## config.mk

```make
export PLATFORM = sky130hd
export DESIGN_NAME = kmsc_top
export DESIGN_NICKNAME = d
export VERILOG_FILES = /design/src/hdl/kmsc_pkg.sv /design/src/hdl/kmsc_top.sv
export SDC_FILE = /design/constraint.sdc
export NUM_CORES = 1
export LEC_CHECK = 0
export BUFFER_PORTS_ARGS = -buffer_cell sky130_fd_sc_hd__buf_2
export CORE_MARGIN = 2
export CORE_UTILIZATION = 45
export CTS_CLUSTER_SIZE = 25
export DETAILED_ROUTE_END_ITERATION = 8
export GPL_ROUTABILITY_DRIVEN = 1
export GPL_TIMING_DRIVEN = 1
export PLACE_DENSITY = 0.76
export SYNTH_ARGS = -nofsm -noshare
export SYNTH_HDL_FRONTEND = slang
export SYNTH_SLANG_ARGS = --single-unit
```

## constraint.sdc

```tcl
create_clock -name ref_clk_in -period 3.9 [get_ports ref_clk_in]
set_input_delay 0.39 -clock ref_clk_in [delete_from_list [all_inputs] [get_ports ref_clk_in]]
set_output_delay 0.39 -clock ref_clk_in [all_outputs]
set_load 0.05 [all_outputs]
```

## src/hdl/kmsc_pkg.sv

```systemverilog
// package of constants and types for the keypad matrix scan control block
package kmsc_pkg;
  // ==========================================================
  // register map
  localparam logic [3:0] KMSC_ADDR_CTRL = 4'h0;
  localparam logic [3:0] KMSC_ADDR_KEYS = 4'h4;
  localparam logic [3:0] KMSC_ADDR_STAT = 4'h8;
  localparam logic [3:0] KMSC_ADDR_MASK = 4'hc;
  // ==========================================================
  // control field positions
  localparam int KMSC_BIT_EN = 0;
  localparam int KMSC_BIT_IRQ_EN = 1;
  localparam int KMSC_BIT_ONESHOT = 2;
  localparam int KMSC_BIT_ACT = 3;
  localparam int KMSC_BIT_LOCK = 4;
  localparam int KMSC_COL_LSB = 8;
  localparam int KMSC_ROW_LSB = 12;
  localparam logic [31:0] KMSC_CTRL_RESET = 32'h0000_0000;
  localparam logic [31:0] KMSC_CTRL_WMASK = 32'h0000_771f;
  // status bits: 0 keys captured, 1 scan discarded
  localparam int KMSC_ST_DONE = 0;
  localparam int KMSC_ST_DISC = 1;
  localparam logic [1:0] KMSC_STAT_RESET = 2'h0;
  // ==========================================================
  // timing: settle time per column
  localparam int KMSC_SETTLE_NS = 40;
  localparam int KMSC_CLK_NS = 4;
  localparam int KMSC_SETTLE_CYC =
    (KMSC_SETTLE_NS + KMSC_CLK_NS - 1) / KMSC_CLK_NS;
  localparam logic [3:0] KMSC_SETTLE_LAST = 4'(KMSC_SETTLE_CYC - 1);

  typedef enum logic [1:0] {
    KMSC_IDLE,
    KMSC_SCAN,
    KMSC_WAIT_REL
  } kmsc_state_type;

  // register bus request
  typedef struct packed {
    logic [3:0] addr;
    logic [31:0] wdata;
    logic wr;
    logic rd;
  } kmsc_bus_type;
endpackage : kmsc_pkg

```

## src/hdl/kmsc_top.sv

```systemverilog
// keypad matrix scanner with control register, key map and interrupt
`timescale 1ns/1ps
module kmsc_top
  import kmsc_pkg::*;
(
  input wire logic ref_clk_in, // 250 MHz clock
  input wire logic rst_n_in, // async reset, active low
  input wire kmsc_pkg::kmsc_bus_type bus_in, // register request
  output logic [31:0] rdata_out, // read data, cycle after read
  input wire logic [7:0] row_n_in, // row sense, low = key pressed
  output logic [7:0] col_n_out, // column drive, low = selected
  output logic irq_out // level interrupt
);
  import kmsc_pkg::*;

  // ==========================================================
  // registers
  logic [31:0] ctrl;
  logic [63:0] keys;
  logic [1:0] stat;
  logic [1:0] mask;
  kmsc_state_type state;
  logic [2:0] col;
  logic [3:0] settle;
  logic [63:0] scan_keys;
  logic scan_by_act;
  logic oneshot_q;

  // ==========================================================
  // decode
  logic en;
  logic [2:0] col_last;
  logic [7:0] row_sel;
  logic [7:0] rows;
  logic any_key;
  logic oneshot_rise;
  logic wr_ctrl;
  logic col_done;
  logic scan_end;
  logic [7:0] col_sel;
  logic start_shot;
  logic start_act;
  logic restart;
  logic keys_load;
  logic stat_clr_wr;
  logic mask_wr;

  assign en = ctrl[KMSC_BIT_EN];
  assign col_last = ctrl[KMSC_COL_LSB +: 3];
  // rows outside the selected count are masked off
  assign row_sel = 8'((9'h002 << ctrl[KMSC_ROW_LSB +: 3]) - 9'h001);
  assign rows = ~row_n_in & row_sel;
  assign any_key = |rows;
  assign oneshot_rise = ctrl[KMSC_BIT_ONESHOT] & ~oneshot_q;
  assign wr_ctrl = bus_in.wr && bus_in.addr == KMSC_ADDR_CTRL;
  assign col_done = settle == KMSC_SETTLE_LAST;
  assign scan_end = en && state == KMSC_SCAN && col_done
                    && col == col_last;
  // selected columns, same shape as the row mask
  assign col_sel = 8'((9'h002 << col_last) - 9'h001);
  // a one-shot request outranks activity, with or without keys down
  assign start_shot = ctrl[KMSC_BIT_ONESHOT];
  assign start_act = ctrl[KMSC_BIT_ACT] && any_key && !start_shot;
  // one-shot rising while an activity scan runs
  assign restart = state == KMSC_SCAN && oneshot_rise && scan_by_act;
  // a restarted scan never publishes its partial map
  assign keys_load = scan_end && !restart;
  // register write decodes
  assign stat_clr_wr = bus_in.wr && bus_in.addr == KMSC_ADDR_STAT;
  assign mask_wr = bus_in.wr && bus_in.addr == KMSC_ADDR_MASK;

  // ==========================================================
  // timing notes
  // each column stays low for KMSC_SETTLE_CYC cycles and the rows are
  // taken on its next-to-last cycle, one cycle short of the full settle time
  // the column pins lag the column counter by one cycle; since the
  // counter steps on the last settle cycle, every slot still dwells
  // a full settle time on the pins
  // between scans every selected column is driven low, so a pressed
  // key anywhere in the selected grid pulls a row and can start a scan
  // columns outside the selected count are never driven
  // trade-off: the full map is kept for 64 keys, but only columns 0
  // to 3 fit the 32-bit read port
  // limitation: shrinking the column count mid-scan is not guarded;
  // software should change the counts only while the matrix is off

  // ==========================================================
  // control register; one-shot self-clears at scan end
  always_ff @(posedge ref_clk_in or negedge rst_n_in)
  begin
    if (!rst_n_in)
    begin
      ctrl <= KMSC_CTRL_RESET;
    end
    else if (wr_ctrl)
    begin
      // a software write outranks the hardware clear
      ctrl <= bus_in.wdata & KMSC_CTRL_WMASK;
    end
    else if (scan_end && !scan_by_act)
    begin
      ctrl[KMSC_BIT_ONESHOT] <= 1'b0;
    end
    else if (!en)
    begin
      // a request left pending while off would fire on re-enable
      ctrl[KMSC_BIT_ONESHOT] <= 1'b0;
    end
  end

  // edge history of the one-shot bit
  always_ff @(posedge ref_clk_in or negedge rst_n_in)
  begin
    if (!rst_n_in)
    begin
      oneshot_q <= 1'b0;
    end
    else
    begin
      oneshot_q <= ctrl[KMSC_BIT_ONESHOT];
    end
  end

  // ==========================================================
  // scan sequencer
  always_ff @(posedge ref_clk_in or negedge rst_n_in)
  begin
    if (!rst_n_in)
    begin
      state <= KMSC_IDLE;
      col <= 3'h0;
      settle <= 4'h0;
      scan_keys <= 64'h0;
      scan_by_act <= 1'b0;
    end
    else if (!en)
    begin
      // a disabled matrix drops any scan in flight
      state <= KMSC_IDLE;
    end
    else
    begin
      case (state)
        KMSC_IDLE:
        begin
          col <= 3'h0;
          settle <= 4'h0;
          scan_keys <= 64'h0;
          if (start_shot)
          begin
            state <= KMSC_SCAN;
            scan_by_act <= 1'b0;
          end
          else if (start_act)
          begin
            state <= KMSC_SCAN;
            scan_by_act <= 1'b1;
          end
        end
        KMSC_SCAN:
        begin
          if (restart)
          begin
            // drop partial results and restart as one-shot
            col <= 3'h0;
            settle <= 4'h0;
            scan_keys <= 64'h0;
            scan_by_act <= 1'b0;
          end
          else if (col_done)
          begin
            settle <= 4'h0;
            scan_keys[{col, 3'h0} +: 8] <= rows;
            if (col != col_last)
            begin
              col <= col + 3'h1;
            end
            else if (ctrl[KMSC_BIT_LOCK])
            begin
              // held keys must all lift before the next activity scan, unless none is held in the last column
              state <= KMSC_WAIT_REL;
            end
            else
            begin
              state <= KMSC_IDLE;
            end
          end
          else
          begin
            settle <= settle + 4'h1;
          end
        end
        KMSC_WAIT_REL:
        begin
          // selected columns all driven from the second cycle; the first still drives the last column alone, so a key held only elsewhere ends the wait
          if (start_shot)
          begin
            state <= KMSC_IDLE;
          end
          else if (!any_key)
          begin
            state <= KMSC_IDLE;
          end
        end
        default:
        begin
          state <= KMSC_IDLE;
        end
      endcase
    end
  end

  // ==========================================================
  // column drive: one low column while scanning, selected columns low otherwise, none while off
  always_ff @(posedge ref_clk_in or negedge rst_n_in)
  begin
    if (!rst_n_in)
    begin
      col_n_out <= 8'hff;
    end
    else if (!en)
    begin
      col_n_out <= 8'hff;
    end
    else if (state == KMSC_SCAN)
    begin
      col_n_out <= ~(8'h01 << col);
    end
    else
    begin
      col_n_out <= ~col_sel;
    end
  end

  // ==========================================================
  // captured key map; a discarded scan never reaches it
  always_ff @(posedge ref_clk_in or negedge rst_n_in)
  begin
    if (!rst_n_in)
    begin
      keys <= 64'h0;
    end
    else if (keys_load)
    begin
      keys <= scan_keys;
      keys[{col, 3'h0} +: 8] <= rows;
    end
  end

  // ==========================================================
  // sticky status, write one to clear, set wins over clear
  always_ff @(posedge ref_clk_in or negedge rst_n_in)
  begin
    if (!rst_n_in)
    begin
      stat <= KMSC_STAT_RESET;
    end
    else
    begin
      // an event in the same cycle as its clear is not lost
      if (keys_load)
      begin
        stat[KMSC_ST_DONE] <= 1'b1;
      end
      else if (stat_clr_wr && bus_in.wdata[KMSC_ST_DONE])
      begin
        stat[KMSC_ST_DONE] <= 1'b0;
      end
      if (restart)
      begin
        stat[KMSC_ST_DISC] <= 1'b1;
      end
      else if (stat_clr_wr && bus_in.wdata[KMSC_ST_DISC])
      begin
        stat[KMSC_ST_DISC] <= 1'b0;
      end
    end
  end

  // interrupt mask register
  always_ff @(posedge ref_clk_in or negedge rst_n_in)
  begin
    if (!rst_n_in)
    begin
      mask <= 2'h0;
    end
    else if (mask_wr)
    begin
      mask <= bus_in.wdata[1:0];
    end
  end

  // interrupt only while enable bit and matrix are on
  always_ff @(posedge ref_clk_in or negedge rst_n_in)
  begin
    if (!rst_n_in)
    begin
      irq_out <= 1'b0;
    end
    else
    begin
      irq_out <= en && ctrl[KMSC_BIT_IRQ_EN] && |(stat & mask);
    end
  end

  // ==========================================================
  // read data; unmapped addresses read zero
  always_ff @(posedge ref_clk_in or negedge rst_n_in)
  begin
    if (!rst_n_in)
    begin
      rdata_out <= 32'h0;
    end
    else if (bus_in.rd)
    begin
      case (bus_in.addr)
        KMSC_ADDR_CTRL: rdata_out <= ctrl;
        KMSC_ADDR_KEYS: rdata_out <= keys[31:0];
        KMSC_ADDR_STAT: rdata_out <= {30'h0, stat};
        KMSC_ADDR_MASK: rdata_out <= {30'h0, mask};
        default: rdata_out <= 32'h0;
      endcase
    end
    else
    begin
      // the word stands one cycle only, then the port returns to zero
      rdata_out <= 32'h0;
    end
  end

endmodule // kmsc_top

```

# Word-level counts from Yosys, hierarchy flattened
# Cells that the tools add are included.
word_totals:
  reg_bits: 163
  output_inout_bits: 41
  inputBits: 48
  word_cells: 117
classes:
  add_sub_neg: 5
  n_reduce_logical: 31
  bitwise: 7
  n_eq_ne: 18
  shift: 5
  mux: 36
ops:
  columns: ["op", "count"]
  rows:
  - ["$mux W64", 2]
  - ["$pmux W32 S4", 1]
  - ["$pmux W64 S2", 1]
  - ["$bwmux W64", 1]
  - ["$shift A8 B8 Y64 const A", 1]
  - ["$shiftx A8 B8 Y64", 1]
  - ["$mux W32", 1]
  - ["$not A8 Y8", 3]
  - ["$mux W2", 9]
  - ["$logic_and A1 B1 Y1", 16]
  - ["$mux W8", 2]
  - ["$shl A2 B3 Y8 const A", 2]
  - ["$sub A8 B1 Y8 const B", 2]
  - ["$ne A3 B3 Y1 const B", 5]
  - ["$eq A4 B4 Y1 const B", 3]
  - ["$mux W1", 10]
  - ["$mux W3", 3]
  - ["$and A8 B8 Y8", 1]
  - ["$mux W4", 2]
  - ["$ne A4 B4 Y1 const B", 2]
  - ["$neg A6 Y8", 1]
  - ["$pmux W4 S2", 1]
  - ["$reduce_and A4 Y1", 2]
  - ["$reduce_or A8 Y1", 1]
  - ["25 further kinds", 29]

# Longest topological paths before layout
logic_depth:
  ltp_word: 10
  mapped_depth: 11
  ltp_nobuf: 8

# Least setup slack after synthesis
# No wires, ideal clock.
synth_path:
  path_type: "flip-flop to flip-flop"
  start: "reg col[0]"
  end: "reg keys[0]"
  period_less_slack_ns: 2.241
  slack_ns: 1.659
  stages_incl_launch_ff: 11
  arrival_ns: 2.115
  required_time_ns: 3.774
  n_path_buf: 3
  cell_sequence: "dfrtp_1 > clkbuf_1 > inv_1 > ha_1 > ha_1 > nand2b_1 > or3_1 > buf_6 > buf_8 > a21oi_1 > a21oi_1"
synth_between:
  elab_chain_len: 3
  elab_cells_between_ends: 7
  classes_between: "add/sub: 1; eq/ne: 1; shift: 2; mux: 1; reduce/logical: 2"
synth_lines:
  columns: ["element", "line_no", "text"]
  rows:
  - ["from (decl)", "kmsc_top.sv:23", "logic [2:0] col;"]
  - ["from (signal assigned)", "kmsc_top.sv:176", "col <= col + 3'h1;"]
  - ["$neg A6 Y8 / $eq A3 B3 Y1 (equally long branches)", "kmsc_top.sv:246, kmsc_top.sv:58", null]
  - ["$shiftx A8 B8 Y64, or another cell as far along", "kmsc_top.sv:246", "keys[{col, 3'h0} +: 8] <= rows;"]
  - ["$bwmux W64 / $logic_and A1 B1 Y1 (equally long branches)", "kmsc_top.sv:246, kmsc_top.sv:67", null]
  - ["to (signal assigned)", "kmsc_top.sv:245", "keys <= scan_keys;"]
  - ["to (signal, indexed assignment)", "kmsc_top.sv:246", null]
  - ["to (decl)", "kmsc_top.sv:19", "logic [63:0] keys;"]
# Parallel ways exist; a longest one is shown, timed or not.
# A chain may end at the register's enable or synchronous reset.

# Worst setup path in the final report
layout_path:
  start: "reg col[0]"
  end: "reg scan_keys[19]"
layout_between:
  elab_chain_len: 6
  elab_cells_between_ends: 7
  classes_between: "add/sub: 1; shift: 2; mux: 4"
layout_lines:
  columns: ["element", "line_no", "text"]
  rows:
  - ["$neg A6 Y8 (*)", "kmsc_top.sv:173", "scan_keys[{col, 3'h0} +: 8] <= rows;"]
  - ["$shiftx A8 B8 Y64 / $shift A8 B8 Y64 (equally long branches)", "kmsc_top.sv:173", null]
  - ["$bwmux W64 (*)", "kmsc_top.sv:173", null]
  - ["$mux W64 (*)", "kmsc_top.sv:170", "else if (col_done)"]
  - ["$mux W64 (*)", "kmsc_top.sv:162", "if (restart)"]
  - ["$pmux W64 S2 (*)", "kmsc_top.sv:143", "case (state)"]
  - ["to (signal, indexed assignment)", "kmsc_top.sv:173", null]
  - ["to (decl)", "kmsc_top.sv:25", "logic [63:0] scan_keys;"]
# Mark *: on every way between the ends. The rest lies on a longest branch, timed or not. The select of a mux whose other input is x is not followed.

==> results by group <==
Worst hold path
  • Worst hold path type: in2async

Die
  • I/O pin count: 89
  • Starting density of the core: 46.1%
  • Die Ht: 118 microns
  • Die W: 118 microns
  • Core area: 0.0126 sq mm
  • Site Rows: 41
  • Total Die Area: 0.0139 sq mm

Setup path
  • WP data required: 4.25 ns
  • Cell mode on critical path: ha_1
  • Worst Setup SP: col[0]
  • Worst path cell trace: inv_1 > ha_1 > ha_1 > o31a_2 > nand2_1 > nor3_2 > a22o_1
  • Crit end category: register
  • CP bufs+invs: 1
  • Critical Path AT: 3.03 ns
  • CP startpoint kind: register
  • Max stage delay on crit path: 0.58 ns
  • Crit path max-delay cell type: nor3_2
  • Largest fanout on the critical path: 17
  • CP top delay family: simple AND/OR/NAND/NOR gates
  • Setup CP Type: reg2reg
  • Worst r2r src: col[0]

Yosys
  • Mapped cell area: 0.00582 sq mm
  • Mean area per synthesized cell: 10.7 sq um
  • Number of synthesized flops with an enable pin: 0
  • Post-Syn Instances: 544
  • Synth Register Bits: 131
  • Synth warn: 0
  • Syn Nets: 604
  • Leading area contributor after synthesis: dfrtp_1
  • Netlist cell types: 56
  • Seq/Total Area, Yosys: 56.5%
  • Most common cell in the netlist: dfrtp_1
  • Synth cell count leaders: dfrtp_1, nor2_1, a21oi_1
  • Top post-synthesis cells by area: dfrtp_1, nor2_1, a22o_1, a21oi_1, a22oi_1
  • Synth top area share: 52.9%
  • Top_reg_cell synth: dfrtp_1
  • Async S/R FF share, synth: 100%

Placed design
  • Quantity of I/O buffers inserted on ports: 67
  • Inst Count DP: 758
  • Routability cong.: 0.875
  • DP Worst Slack: 1.31 ns
  • DPL Wire Length: 9.22 mm

CTS
  • CTS Buf Count: 17
  • Clock root cell: clkbuf_16
  • Number of gates resized after CTS: 0
  • H-tree levels: 4
  • CTS sink cnt: 131
  • Hold Buf Count CTS: 0
  • Register clock-pin slew on the reported worst setup and hold paths: 0.05 ns
  • Worst skew pair latency: 0.42 ns
  • TritonCTS clock tree: yes
  • Postcts setup bufs: 0
  • CTS Buffer Depth: 2

Timing
  • Period utilization: 68.7%
  • Final setup fails: 0
  • Setup tns final: 0 ns
  • Max-slew headroom: 32.7%
  • F_max: 373 MHz
  • Setup WS post-layout: 1.22 ns
  • RSZ-0062 raised after global routing: no
  • Worst Tran Pin Value: 1.00 ns
  • Pins Over Slew Limit: 0
  • Time the worst path needs with I/O delays and setup: 2.68 ns
  • Final clock skew: 0.0112 ns
  • Fin. Hold Viols: 0

Final layout
  • Fin nets: 665
  • Layout area overhead: 19.2%
  • Share of layout cells above drive strength 1: 23.8%
  • Area of the multi-input gates: 0.00235 sq mm
  • # diodes: 0
  • Non-filler cells, final: 789
  • Reg area: 0.00329 sq mm
  • Fill count: 1068

Route
  • Routed WL: 13.7 mm
  • Remaining antenna violation count after routing: 0
  • Vias per cell: 5.67
  • Drt first pass iters: 6
  • Routed len/inst: 17.4 microns
  • # DRC: 0
  • DR vias: 4472
  • Initial DRC Count: 578

Run
  • Max capacitance violation total: 0

Global routing
  • Overall routing resource usage: 20.6%
  • Largest net degree at the start of global routing: 70
  • Vias in the first global route: 4437
  • Initial antenna violation count: 0
  • GRT overflow: 0
  • First-pass GRT wire length: 22.8 mm

Power
  • Peak supply drop: 356 uV
  • P_leak: 3.18 nW
  • Final Total Pwr: 3.89 mW
  • Pwr dens: 560 mW/mm^2

Outcome
  • Outcome: finished clean
-- cell families after synthesis --
logic type               count (synthesis)  share of synthesized area, %
multiplexers                            13                          2.49
buffers and inverters                   39                          3.42
AO/OA/AOI/OAI                          143                          17.0
AND/OR/NAND/NOR                        197                          16.7
XOR/XNOR                                 8                          1.20
adder cells (fa/ha/maj)                 13                          2.75
flip-flops                             131                          56.5
-- cells in the final DEF, fill, tap and decap left out, types with 17 or more instances in the layout --
| cell type | count |
|---|---|
| and3_1 | 25 |
| nand2_1 | 41 |
| dfrtp_1 | 123 |
| a22oi_1 | 28 |
| clkbuf_16 | 17 |
| buf_2 | 66 |
| a22o_1 | 27 |
| a21oi_1 | 45 |
| nor2_1 | 65 |
-- registers in the layout, summed over array words and instances (netlist names) --
signal	cells
col_n_out	8
ctrl	11
state	2
oneshot_q	1
irq_out	1
stat	2
keys	32
settle	4
mask	2
rdata_out	32
scan_keys	32
scan_by_act	1
col	3
-- through the flow --
step | hold slack (ns) | cell area [sq um] | util [%]
after CTS | 0.110 | 6940 | 55.0
after floorplan | 0.0944 | 5820 | -
after global routing | 0.165 | 6940 | 55.0
final | 0.100 | 6940 | 55.0
after detailed placement | 0.467 | 6290 | 49.8
after global placement | 0.464 | 6290 | 49.8
-- layout make-up --
class                      count  share of cell area (%)
clock buffer                  24                    7.37
clock inverter                 7                    2.06
inverter                       6                   0.324
multi-input combinational    374                    33.9
sequential                   131                    47.4
tap                          172                    3.10
timing repair buffer          75                    5.91
-- worst paths after layout --
check	end	slack (ns)	cells past startpoint
worst max-delay path	scan_keys[19]	1.22	7
worst min-delay path	col[0]	0.10	1
worst max register to register	scan_keys[19]	1.22	7
worst min register to register	scan_keys[5]	0.48	2
max in group asynchronous	rdata_out[19]	2.95	2
min in group ref_clk_in	ctrl[9]	0.21	2
-- per-layer routing --
layer / wire (microns) / part of all wire [%] / track usage [%] / up-vias
met5: 0 / 0 / 0 / -
met4: 373 / 2.7 / 8.13 / 0
met1: 5670 / 41 / 26.9 / 2196
met3: 835 / 6.1 / 4.31 / 36
met2: 6870 / 50 / 33.9 / 163
li1: - / - / - / 2077
-- power by group --
group / leakage, nW / switching (mW) / total, mW / internal, mW
logic: 1.24 / 0.401 / 0.583 / 0.182
clock network: 0.323 / 0.566 / 1.74 / 1.17
registers: 1.61 / 0.106 / 1.57 / 1.46
-- worst reg2reg max path: cells and delay by family (launching register included) --
family,cells,cell delay (ns)
AO/OA/AOI/OAI,2,0.44
adder cells (fa/ha/maj),2,0.56
buffers and inverters,1,0.12
flip-flops,1,0.56
AND/OR/NAND/NOR,2,0.94
Note: power is estimated with default switching activity, not from simulation.
